$ cat src/sdas_pkg.sv
// Package of constants and types for the sigma-delta autoscan result block.
`default_nettype none
package sdas_pkg;
  // Register byte addresses.
  localparam logic [19:0] SDAS_ADDR_RES_CHAN   = 20'hf0450;
  localparam logic [19:0] SDAS_ADDR_RES_LOW    = 20'hf0451;
  localparam logic [19:0] SDAS_ADDR_RES_MID    = 20'hf0452;
  localparam logic [19:0] SDAS_ADDR_RES_HIGH   = 20'hf0453;
  localparam logic [19:0] SDAS_ADDR_MEAN_CHAN  = 20'hf0454;
  localparam logic [19:0] SDAS_ADDR_MEAN_LOW   = 20'hf0455;
  localparam logic [19:0] SDAS_ADDR_MEAN_MID   = 20'hf0456;
  localparam logic [19:0] SDAS_ADDR_MEAN_HIGH  = 20'hf0457;
  localparam logic [19:0] SDAS_ADDR_CTRL       = 20'hf0459;
  localparam logic [19:0] SDAS_ADDR_CH_BASE    = 20'hf045a;
  localparam logic [19:0] SDAS_ADDR_CH_STRIDE  = 20'h00004;
  // Offsets inside one channel block of four registers.
  localparam logic [1:0]  SDAS_CH_OFS_PARAM    = 2'h0;
  localparam logic [1:0]  SDAS_CH_OFS_COUNT    = 2'h2;
  localparam logic [1:0]  SDAS_CH_OFS_AVG      = 2'h3;
  // Reset values.
  localparam logic [7:0]  SDAS_RST_PARAM       = 8'h40;
  localparam logic [7:0]  SDAS_RST_COUNT       = 8'h01;
  localparam logic [7:0]  SDAS_RST_ZERO        = 8'h00;
  // Field positions.
  localparam int          SDAS_CTRL_START      = 7;
  localparam int          SDAS_CTRL_SCAN       = 5;
  localparam int          SDAS_CHAN_CLIP       = 4;
  localparam int          SDAS_AVG_LINEAR      = 7;
  localparam int          SDAS_AVG_MODE_HI     = 3;
  localparam int          SDAS_AVG_MODE_LO     = 2;
  localparam int          SDAS_NUM_CH          = 4;
  localparam logic [7:0]  SDAS_CTRL_WMASK      = 8'hef;
  localparam logic [7:0]  SDAS_AVG_WMASK       = 8'h8f;
  // Sequencer states.
  typedef enum logic [1:0] {
    SDAS_IDLE = 2'b00,
    SDAS_LOAD = 2'b01,
    SDAS_CONV = 2'b10
  } sdas_state_t;
endpackage
`default_nettype wire

$ cat src/sdas_count.sv
// Converts a channel count register into a number of conversions.
`default_nettype none
module sdas_count (
  input  wire logic [7:0]  count_i,   // Count field, n in bits 7:5, m in 4:0.
  input  wire logic        linear_i,  // High selects linear counting.
  output logic      [12:0] total_o    // Number of conversions on the channel.
);
  import sdas_pkg::*;
  logic [12:0] n_pow;  // Two to the power n.
  logic [12:0] m_ext;  // Field m widened.
  // Exponential form 32*(2^n-1)+m*2^n, or linear form 32*n+m.
  always_comb begin
    n_pow = 13'h0001 << count_i[7:5];
    m_ext = {8'h00, count_i[4:0]};
    if (linear_i) begin
      total_o = {5'h00, count_i};  // RULE_22
    end else begin
      total_o = 13'((n_pow - 13'h0001) << 5) + 13'(m_ext * n_pow);  // RULE_22
    end
  end
endmodule
`default_nettype wire

$ cat src/sdas_mean.sv
// Running accumulator that averages 8 to 64 results.
`default_nettype none
module sdas_mean (
  input  wire logic        clk_i,     // System clock.
  input  wire logic        rst_n_i,   // Synchronous reset, active low.
  input  wire logic        clear_i,   // Restarts accumulation.
  input  wire logic        valid_i,   // One sample arrives.
  input  wire logic [23:0] sample_i,  // Signed sample.
  input  wire logic        clip_i,    // Sample was saturated.
  input  wire logic [1:0]  len_i,     // Length code: 8, 16, 32, 64.
  output logic             done_o,    // Mean complete this cycle.
  output logic      [23:0] mean_o,    // Mean value when done.
  output logic             clip_o     // Some sample in the mean was clipped.
);
  import sdas_pkg::*;
  logic signed [29:0] acc_q;    // Sum of samples.
  logic        [6:0]  cnt_q;    // Samples taken so far.
  logic               clip_q;   // Sticky clip within this window.
  logic signed [29:0] acc_d;    // Sum including the new sample.
  logic        [6:0]  target;   // Window length.
  // Combines the new sample with the running sum.
  always_comb begin
    acc_d  = acc_q + 30'(signed'(sample_i));
    target = 7'h08 << len_i;  // RULE_23
    done_o = valid_i && (cnt_q + 7'h01 == target);
    mean_o = 24'(acc_d >>> (7'd3 + 7'(len_i)));
    clip_o = clip_q | clip_i;  // RULE_06
  end
  // Accumulates and restarts after each complete window.
  always_ff @(posedge clk_i) begin
    if (!rst_n_i || clear_i || done_o) begin
      acc_q  <= '0;
      cnt_q  <= 7'h00;
      clip_q <= 1'b0;
    end else if (valid_i) begin
      acc_q  <= acc_d;
      cnt_q  <= cnt_q + 7'h01;
      clip_q <= clip_q | clip_i;
    end
  end
endmodule
`default_nettype wire

$ cat src/sdas_top.sv
// Autoscan sequencer and result registers of the sigma-delta converter.
`default_nettype none
// Notes on behaviour
// RULE_01: Result clip bit follows result saturation.
// RULE_02: Low result byte, read-only, resets zero.
// RULE_03: Middle result byte, read-only, resets zero.
// RULE_04: High result byte, read-only, resets zero.
// RULE_05: Mean channel code in bits 7:5.
// RULE_06: Mean clip set if any sample clipped.
// RULE_07: Three mean bytes, consecutive, reset zero.
// RULE_08: Channel and low result read as word.
// RULE_09: Middle and high result read as word.
// RULE_10: Mean bytes likewise paired into two words.
// RULE_11: Start bit runs round-robin over channels.
// RULE_12: Skipped channels are passed over.
// RULE_13: Each channel converts its programmed count.
// RULE_14: Count zero means one-shot then stop.
// RULE_15: Channel parameters applied on channel switch.
// RULE_16: Interrupt per conversion without averaging.
// RULE_17: With averaging, interrupt per conversion or mean.
// RULE_18: Scan-end interrupt after each cycle.
// RULE_19: Single channel still gives scan-end interrupt.
// RULE_20: Scan mode zero continuous, one single; trigger forces single.
// RULE_21: Skip bit one disables channel.
// RULE_22: Count from m and n, exponential or linear.
// RULE_23: Average length 8, 16, 32 or 64.
// RULE_24: Single stops after cycle; continuous restarts.
// RULE_25: Channel, clip and bytes update together.
module sdas_top (
  input  wire logic        clk_i,         // System clock, 200 MHz.
  input  wire logic        rst_n_i,       // Synchronous reset, active low.
  input  wire logic [19:0] addr_i,        // Register byte address.
  input  wire logic        wr_i,          // Byte write strobe.
  input  wire logic [7:0]  wdata_i,       // Write data.
  input  wire logic        rd_i,          // Read strobe.
  input  wire logic        rd16_i,        // High for a 16-bit read at an even address.
  output logic      [15:0] rdata_o,       // Read data, registered.
  input  wire logic        hw_trig_i,     // Hardware trigger mode selected.
  input  wire logic        conv_done_i,   // Filter delivers a result.
  input  wire logic [23:0] conv_data_i,   // Result after clipping.
  input  wire logic        conv_clip_i,   // Result was saturated.
  output logic             conv_run_o,    // Converter runs on the current channel.
  output logic      [1:0]  conv_chan_o,   // Channel being converted.
  output logic      [7:0]  conv_param_o,  // Gain and oversampling of that channel.
  output logic             conversion_done_irq_o,  // One-cycle conversion interrupt.
  output logic             scan_end_irq_o          // One-cycle scan-end interrupt.
);
  import sdas_pkg::*;
  // Channels are visited in order.
  // A set skip bit passes one over.
  // Each turn runs the channel count.
  // Count zero converts once, then stops.
  // Continuous scans wrap to the start.
  // Single scans clear start at the end.
  // A hardware trigger forces single.
  // A result set lands in one edge.
  // Skip bits must stay fixed mid-scan.
  // Averaging shares one accumulator.

  // Software registers.
  logic [7:0]  ctrl_q;                       // Start, scan mode and skip bits.
  logic [7:0]  param_q [SDAS_NUM_CH];        // Per-channel gain and ratio.
  logic [7:0]  count_q [SDAS_NUM_CH];        // Per-channel count field.
  logic [7:0]  avg_q   [SDAS_NUM_CH];        // Per-channel averaging control.
  // Result registers.
  logic [7:0]  res_chan_q;                   // Result channel code and clip.
  logic [23:0] res_q;                        // Latest conversion result.
  logic [7:0]  mean_chan_q;                  // Mean channel code and clip.
  logic [23:0] mean_q;                       // Latest mean.
  // Sequencer state.
  sdas_state_t state_q;                      // Sequencer state.
  logic [1:0]  chan_q;                       // Current channel.
  logic [12:0] done_cnt_q;                   // Conversions done on this channel.
  logic        chan_seen_q;                  // A channel turn has ended since the scan started.

  // Decode of write targets.
  logic        ch_hit;                       // Address in the channel block.
  logic [19:0] ch_off;                       // Offset from channel base.
  logic [1:0]  ch_idx;                       // Channel addressed.
  logic [1:0]  ch_reg;                       // Register within channel.
  logic [12:0] chan_total;                   // Conversions for current channel.
  logic        mean_done;                    // Averager completes a mean.
  logic [23:0] mean_val;                     // New mean value.
  logic        mean_clip;                    // New mean clip flag.
  logic        avg_on;                       // Averaging enabled on channel.
  logic        last_conv;                    // This conversion ends the channel turn.
  logic        single_mode;                  // Stop after one cycle.
  logic [1:0]  next_ch;                      // Next enabled channel.
  logic        wrapped;                      // Next channel lies past the scan end.
  logic        any_en;                       // Some channel is enabled.

  // Four registers per channel block;
  // the low offset bits pick the register.
  always_comb begin
    ch_off = addr_i - SDAS_ADDR_CH_BASE;
    ch_hit = (addr_i >= SDAS_ADDR_CH_BASE) && (ch_off < 20'h00010);
    ch_idx = ch_off[3:2];
    ch_reg = ch_off[1:0];
  end

  // Count of conversions for the active channel.
  // It follows the channel at once.
  sdas_count u_count (
    .count_i  (count_q[chan_q]),
    .linear_i (avg_q[chan_q][SDAS_AVG_LINEAR]),
    .total_o  (chan_total)
  );

  // Averager shared across channels, restarted on every channel switch.
  // It is fed only when averaging is on,
  // so plain channels leave it idle.
  sdas_mean u_mean (
    .clk_i    (clk_i),
    .rst_n_i  (rst_n_i),
    .clear_i  (state_q != SDAS_CONV),
    .valid_i  (conv_done_i && state_q == SDAS_CONV && avg_on),
    .sample_i (conv_data_i),
    .clip_i   (conv_clip_i),
    .len_i    (avg_q[chan_q][1:0]),
    .done_o   (mean_done),
    .mean_o   (mean_val),
    .clip_o   (mean_clip)
  );

  // Finds the next enabled channel after the current one, round-robin.
  // Farthest first, so the nearest wins.
  // A lower or equal index is a wrap.
  always_comb begin
    any_en      = ~&ctrl_q[3:0];  // RULE_21
    avg_on      = avg_q[chan_q][SDAS_AVG_MODE_HI];
    single_mode = ctrl_q[SDAS_CTRL_SCAN] | hw_trig_i;  // RULE_20
    last_conv   = (done_cnt_q + 13'h0001 >= chan_total);  // RULE_13
    next_ch     = chan_q;
    wrapped     = 1'b1;
    for (int k = 3; k >= 1; k--) begin
      if (!ctrl_q[2'(chan_q + 2'(k))]) begin  // RULE_12
        next_ch = 2'(chan_q + 2'(k));
        wrapped = (2'(chan_q + 2'(k)) <= chan_q);
      end
    end
  end

  // Control register writes; the sequencer clears the start bit when it stops.
  // A software write beats the clear,
  // so a restart at scan end is kept.
  always_ff @(posedge clk_i) begin
    if (!rst_n_i) begin
      ctrl_q <= SDAS_RST_ZERO;
    end else if (wr_i && addr_i == SDAS_ADDR_CTRL) begin
      ctrl_q <= wdata_i & SDAS_CTRL_WMASK;
    end else if (state_q == SDAS_CONV && conv_done_i && last_conv &&
                 ((count_q[chan_q] == 8'h00) || (single_mode && wrapped))) begin
      ctrl_q[SDAS_CTRL_START] <= 1'b0;  // RULE_14 RULE_24
    end
  end

  // Per-channel configuration registers, one generate entry per channel.
  // Reserved averaging bits are masked,
  // so they always read back as zero.
  for (genvar g = 0; g < SDAS_NUM_CH; g++) begin : g_ch
    always_ff @(posedge clk_i) begin
      if (!rst_n_i) begin
        param_q[g] <= SDAS_RST_PARAM;
        count_q[g] <= SDAS_RST_COUNT;
        avg_q[g]   <= SDAS_RST_ZERO;
      end else if (wr_i && ch_hit && ch_idx == 2'(g)) begin
        if (ch_reg == SDAS_CH_OFS_PARAM) param_q[g] <= wdata_i;
        if (ch_reg == SDAS_CH_OFS_COUNT) count_q[g] <= wdata_i;
        if (ch_reg == SDAS_CH_OFS_AVG)   avg_q[g]   <= wdata_i & SDAS_AVG_WMASK;
      end
    end
  end

  // Autoscan sequencer.
  // IDLE starts at channel 0.
  // LOAD passes skipped channels over
  // and clears the count of the turn.
  // CONV counts results of the turn.
  // A stop or no enabled channel
  // returns the sequencer to IDLE.
  always_ff @(posedge clk_i) begin
    if (!rst_n_i || !ctrl_q[SDAS_CTRL_START] || !any_en) begin
      state_q     <= SDAS_IDLE;
      chan_q      <= 2'h0;
      done_cnt_q  <= 13'h0000;
      chan_seen_q <= 1'b0;
    end else begin
      case (state_q)
        SDAS_IDLE: begin
          chan_q <= 2'h0;  // RULE_11
          state_q <= SDAS_LOAD;
        end
        SDAS_LOAD: begin
          if (ctrl_q[chan_q]) begin
            chan_q <= next_ch;  // RULE_11 RULE_12
          end else begin
            done_cnt_q <= 13'h0000;
            state_q    <= SDAS_CONV;  // RULE_15
          end
        end
        SDAS_CONV: begin
          if (conv_done_i) begin
            if (last_conv) begin
              done_cnt_q  <= 13'h0000;
              chan_q      <= next_ch;  // RULE_11
              chan_seen_q <= 1'b1;
              state_q     <= SDAS_LOAD;
            end else begin
              done_cnt_q <= done_cnt_q + 13'h0001;
            end
          end
        end
        default: state_q <= SDAS_IDLE;
      endcase
    end
  end

  // Captures the result set in one edge so reads stay coherent.
  // Pulses outside CONV are ignored,
  // so stray results corrupt nothing.
  always_ff @(posedge clk_i) begin
    if (!rst_n_i) begin
      res_chan_q <= SDAS_RST_ZERO;
      res_q      <= 24'h000000;
    end else if (conv_done_i && state_q == SDAS_CONV) begin
      res_chan_q <= {3'(chan_q) + 3'h1, conv_clip_i, 4'h0};  // RULE_01 RULE_25
      res_q      <= conv_data_i;  // RULE_02 RULE_03 RULE_04 RULE_25
    end
  end

  // Captures a completed mean with its channel and clip flag.
  // Code and clip refer to the window
  // that closes in this very cycle.
  always_ff @(posedge clk_i) begin
    if (!rst_n_i) begin
      mean_chan_q <= SDAS_RST_ZERO;
      mean_q      <= 24'h000000;
    end else if (mean_done) begin
      mean_chan_q <= {3'(chan_q) + 3'h1, mean_clip, 4'h0};  // RULE_05 RULE_06
      mean_q      <= mean_val;  // RULE_07
    end
  end

  // Interrupt pulses.
  // In per-mean mode only the result
  // that ends a window interrupts.
  always_ff @(posedge clk_i) begin
    if (!rst_n_i) begin
      conversion_done_irq_o <= 1'b0;
      scan_end_irq_o        <= 1'b0;
    end else begin
      conversion_done_irq_o <= conv_done_i && state_q == SDAS_CONV &&
                               (!avg_on || !avg_q[chan_q][SDAS_AVG_MODE_LO] || mean_done);  // RULE_16 RULE_17
      scan_end_irq_o        <= conv_done_i && state_q == SDAS_CONV && last_conv && wrapped;  // RULE_18 RULE_19
    end
  end

  // Converter steering outputs.
  // Run drops after the last result
  // and returns two cycles after LOAD.
  always_ff @(posedge clk_i) begin
    if (!rst_n_i) begin
      conv_run_o   <= 1'b0;
      conv_chan_o  <= 2'h0;
      conv_param_o <= SDAS_RST_PARAM;
    end else begin
      conv_run_o   <= (state_q == SDAS_CONV) && !(conv_done_i && last_conv);
      conv_chan_o  <= chan_q;
      conv_param_o <= param_q[chan_q];  // RULE_15
    end
  end

  // Read port: bytes, or 16-bit pairs at the even address.
  // Bytes sit in the low half; a word
  // adds the byte above in the high half.
  always_ff @(posedge clk_i) begin
    if (!rst_n_i) begin
      rdata_o <= 16'h0000;
    end else if (rd_i) begin
      case (addr_i)
        SDAS_ADDR_RES_CHAN:  rdata_o <= rd16_i ? {res_q[7:0], res_chan_q} : {8'h00, res_chan_q};  // RULE_08
        SDAS_ADDR_RES_LOW:   rdata_o <= {8'h00, res_q[7:0]};
        SDAS_ADDR_RES_MID:   rdata_o <= rd16_i ? res_q[23:8] : {8'h00, res_q[15:8]};  // RULE_09
        SDAS_ADDR_RES_HIGH:  rdata_o <= {8'h00, res_q[23:16]};
        SDAS_ADDR_MEAN_CHAN: rdata_o <= rd16_i ? {mean_q[7:0], mean_chan_q} : {8'h00, mean_chan_q};  // RULE_10
        SDAS_ADDR_MEAN_LOW:  rdata_o <= {8'h00, mean_q[7:0]};
        SDAS_ADDR_MEAN_MID:  rdata_o <= rd16_i ? mean_q[23:8] : {8'h00, mean_q[15:8]};  // RULE_10
        SDAS_ADDR_MEAN_HIGH: rdata_o <= {8'h00, mean_q[23:16]};
        SDAS_ADDR_CTRL:      rdata_o <= {8'h00, ctrl_q};
        default: begin
          if (ch_hit) begin
            case (ch_reg)
              SDAS_CH_OFS_PARAM: rdata_o <= {8'h00, param_q[ch_idx]};
              SDAS_CH_OFS_COUNT: rdata_o <= {8'h00, count_q[ch_idx]};
              SDAS_CH_OFS_AVG:   rdata_o <= {8'h00, avg_q[ch_idx]};
              default:           rdata_o <= 16'h0000;
            endcase
          end else begin
            rdata_o <= 16'h0000;
          end
        end
      endcase
    end
  end

  // Checks on result capture and sequencing.
  // All checks rest during reset.
  chk_result_capture: assert property (@(posedge clk_i) disable iff (!rst_n_i)  // RULE_25
    (conv_done_i && state_q == SDAS_CONV) |=> (res_q == $past(conv_data_i)))
    else $error("result not captured");
  chk_clip_follow: assert property (@(posedge clk_i) disable iff (!rst_n_i)  // RULE_01
    (conv_done_i && state_q == SDAS_CONV) |=> (res_chan_q[SDAS_CHAN_CLIP] == $past(conv_clip_i)))
    else $error("clip bit wrong");
  chk_chan_code: assert property (@(posedge clk_i) disable iff (!rst_n_i)  // RULE_05
    mean_done |=> (mean_chan_q[7:5] == 3'($past(chan_q)) + 3'h1))
    else $error("mean channel code wrong");
  chk_skip_honoured: assert property (@(posedge clk_i) disable iff (!rst_n_i)  // RULE_12
    (state_q == SDAS_CONV) |-> !ctrl_q[chan_q])
    else $error("skipped channel converted");
  chk_irq_plain: assert property (@(posedge clk_i) disable iff (!rst_n_i)  // RULE_16
    (conv_done_i && state_q == SDAS_CONV && !avg_on) |=> conversion_done_irq_o)
    else $error("conversion interrupt missing");
  chk_one_shot: assert property (@(posedge clk_i) disable iff (!rst_n_i)  // RULE_14
    (conv_done_i && state_q == SDAS_CONV && count_q[chan_q] == 8'h00 && !wr_i) |=> !ctrl_q[SDAS_CTRL_START])
    else $error("one-shot did not stop");
  chk_scan_end: assert property (@(posedge clk_i) disable iff (!rst_n_i)  // RULE_18
    scan_end_irq_o |-> $past(conv_done_i) && $past(last_conv) && $past(wrapped))
    else $error("scan end at wrong time");
  chk_count_bound: assert property (@(posedge clk_i) disable iff (!rst_n_i)  // RULE_13
    (state_q == SDAS_CONV) |-> (done_cnt_q < chan_total || chan_total == 13'h0000))
    else $error("count overrun");
  cov_scan_end: cover property (@(posedge clk_i) scan_end_irq_o);
  cov_mean: cover property (@(posedge clk_i) mean_done);
  cov_clip: cover property (@(posedge clk_i) res_chan_q[SDAS_CHAN_CLIP]);
  cov_next_turn: cover property (@(posedge clk_i) chan_seen_q && state_q == SDAS_CONV);
  chk_mean_irq: assert property (@(posedge clk_i) disable iff (!rst_n_i)  // RULE_17
    (conv_done_i && state_q == SDAS_CONV && avg_on && avg_q[chan_q][SDAS_AVG_MODE_LO] && !mean_done)
    |=> !conversion_done_irq_o) else $error("mean interrupt early");
  chk_single_stop: assert property (@(posedge clk_i) disable iff (!rst_n_i)  // RULE_24
    (scan_end_irq_o && $past(single_mode) && !$past(wr_i)) |-> !ctrl_q[SDAS_CTRL_START])
    else $error("single scan did not stop");
endmodule
`default_nettype wire

$ cat config.mk
export PLATFORM = sky130hd
export DESIGN_NAME = sdas_top
export DESIGN_NICKNAME = d
export VERILOG_FILES = /design/src/sdas_pkg.sv /design/src/sdas_count.sv /design/src/sdas_mean.sv /design/src/sdas_top.sv
export SDC_FILE = /design/constraint.sdc
export NUM_CORES = 1
export LEC_CHECK = 0
export ABC_AREA = 0
export BUFFER_PORTS_ARGS = -buffer_cell sky130_fd_sc_hd__buf_2
export CAP_MARGIN = 0
export CORE_UTILIZATION = 45
export CTS_CLUSTER_DIAMETER = 100
export CTS_CLUSTER_SIZE = 10
export DETAILED_ROUTE_END_ITERATION = 12
export GPL_TIMING_DRIVEN = 0
export PLACE_DENSITY = 0.69
export SYNTH_ARGS = -nofsm -noshare
export SYNTH_HDL_FRONTEND = slang
export SYNTH_SLANG_ARGS = --single-unit
$ cat constraint.sdc
create_clock -name clk_i -period 16.1 [get_ports clk_i]
set_input_delay 4.83 -clock clk_i [delete_from_list [all_inputs] [get_ports clk_i]]
set_output_delay 4.83 -clock clk_i [all_outputs]
set_load 0.05 [all_outputs]
==> reports/qor.yml <==
start_kind: "input port"
numCtsBuffers: 28
synthFlopType: "dfxtp_1"
syn_avg_cell_area_um2: 8.82
fin_tns_setup_ns: 0
cts_max_level: 1
portBuffers: 85
clk_latency_ns: 0.57
core-area_um2: 33900
drt_iter0_drc: 1347
cts.reportedPaths.clkPinSlew_ns: 0.06
initial_core_util_pct: 46.1
cp.required_ns: 16.28
critPathMaxFanout: 10
syn_to_final_growth_pct: 11.4
fmax_mhz: 105
rows: 67
synth_area_leaders: "dfxtp_1 19%, edfxtp_1 16%, mux4_2 8.2%"
drive_gt1_share_pct: 11.8
grt_pass1_wl_um: 75600
syn_area_um2: 15600
whs_ns: 0.458
fin_util_pct: 51.4
drt_pass1_iterations: 7
period_minus_slack_ns: 9.53
tightest_slew_ns: 1.35
hp-class: "reg -> reg"
seq_area_frac_synth_pct: 35.3
syn_inst: 1770
status: "completed"
grt_max_degree: 15
die_h_um: 188
critPathKind: "in -> reg"
synth_edf_count: 84
synth_cell_types: 80
gp_congestion: 0.992
synth_nets: 1933
min_period_over_period_pct: 59.2
grt_remaining_overflow: 0
cap_violations: 0
drc: 0
max_slew_margin_pct: 8.83
track_usage_pct: 27.3
wl_per_cell_um: 20.8
synth_largest_area_cell: "dfxtp_1"
ant_nets: 0
post-cts-setup-buffers: 0
clk_path_buf_depth: 3
hold_buffers: 0
antenna_found_initial: 1
root_buffer: "clkbuf_16"
grt_pass1_vias: 13700
rsz0062_at_grt: "false"
die-area_um2: 35400
finalSetupViolCount: 0
p_leak_nw: 6.43
ir_drop_mv: 0.0770
die_x_um: 188
synth.ff_latch_count: 233
async_reset_ff_share_pct: 0
power_density_nw_per_um2: 80.3
fin_skew_ns: 0.0342
yosysTopAreaCellShare_pct: 19.1
viasPerCell: 6.08
hold_viol: 0
yosys_warnings: 0
drv_slew: 0
fill_cells: 3250
cp.arrival_ns: 9.71
finalPower_mw: 1.40
hpwl_um: 37600
routed_wl_um: 48800
cts_tree: "built"
clock_sinks: 233
post_cts_resized: 0
vias: 14300
fin_nets: 2051
ios: 89
end_kind: "flip-flop"
[final timing paths]
kind                    from              end  slack, ns  cells after the start
min          u_mean.acc_q[9]  u_mean.acc_q[9]       0.46                      2
min reg2reg  u_mean.acc_q[9]  u_mean.acc_q[9]       0.46                      2
max                addr_i[1]      avg_q[0][3]       6.57                     16
max reg2reg        flip-flop    done_cnt_q[0]       8.10                     28
[power by group]
| part | internal, mW | total [mW] | switching, mW |
|---|---|---|---|
| Combinational | 0.0753 | 0.200 | 0.125 |
| Sequential | 0.622 | 0.629 | 0.00676 |
| Clock | 0.319 | 0.568 | 0.249 |
| Total | 1.02 | 1.40 | 0.380 |
[cells in the mapped netlist (29+ instances only)]
cell / number
ha_1: 77
nand2b_1: 32
edfxtp_1: 84
mux4_2: 57
a21oi_1: 165
nand3_1: 48
o21ai_0: 72
a21o_1: 29
dfxtp_1: 149
inv_1: 66
clkbuf_1: 88
a22oi_1: 38
nand2_1: 227
xnor2_1: 36
nor2_1: 222
[state kept, by name, summed over array words and instances, names as in the netlist, 4 cells and up, named ones only]
name          flops
avg_q            20
conv_param_o      8
count_q          32
ctrl_q            7
done_cnt_q       13
mean_chan_q       4
mean_q           24
param_q          32
rdata_o          16
res_chan_q        4
res_q            24
u_mean.acc_q     30
u_mean.cnt_q      7
[kinds of logic after synthesis]
family | Yosys count | synth area share (%)
simple gates | 649 | 18.5
compound gates | 451 | 18.3
flops | 233 | 35.3
buf+inv | 183 | 4.52
fa+ha+maj | 103 | 9.51
mux | 92 | 10.6
xor+xnor | 59 | 3.31
[layout by cell type, fill, tap and decap left out, types with 26 or more instances in the layout]
cell type	netlist	layout
a21oi_1	165	165
a21o_1	29	29
mux4_2	57	57
nand3_1	48	48
nand2b_1	32	32
xnor2_1	36	36
clkbuf_16	0	28
clkbuf_1	88	101
a22oi_1	38	38
buf_2	9	97
ha_1	77	77
inv_1	66	66
dfxtp_1	149	149
nand2_1	227	227
edfxtp_1	84	84
fa_1	26	26
nor3_1	27	27
nor2_1	222	222
o21ai_0	72	70
[worst max-delay path, stage by stage]
cell	delay, ns
clkbuf_1	0.48
clkbuf_1	0.50
inv_1	0.11
clkbuf_1	0.26
ha_1	0.34
and3b_1	0.23
o21a_1	0.14
o41ai_1	0.11
or4b_1	0.50
o21ai_0	0.08
nand3_1	0.15
clkbuf_1	0.26
or3_1	0.35
clkbuf_1	0.16
clkbuf_1	0.36
o21ai_0	0.83
[per-layer routing]
layer | vias to the layer above | wire [µm] | part of all wire [%] | global-route usage [%]
met3 | 108 | 4260 | 8.7 | 4.95
met2 | 685 | 21500 | 44 | 42.2
li1 | 6597 | - | - | -
met5 | - | 0 | 0 | 0
met1 | 6902 | 21200 | 44 | 38.0
met4 | 0 | 1800 | 3.7 | 10.4
[area by class of cell]
type | count | area [µm²] | area share (%)
Antenna cell | 1 | 2.50 | 0.0144
Buffer | 115 | 450 | 2.59
Clock buffer | 41 | 749 | 4.31
Clock inverter | 3 | 33.8 | 0.194
Inverter | 68 | 255 | 1.47
Multi-Input combinational cell | 1354 | 9400 | 54.0
Sequential cell | 233 | 5510 | 31.6
Tap cell | 448 | 561 | 3.22
Timing Repair Buffer | 88 | 440 | 2.53
[per-stage QoR]
stage	setup WS, ns	cells	instance area, µm²
floorplan	7.47	1770	15600
global placement	6.21	2303	16600
detailed placement	6.15	2306	16600
CTS	6.70	2350	17400
global route	6.32	2350	17400
finish	6.57	2351	17400
No activity file was read; power rests on OpenSTA's default activity.
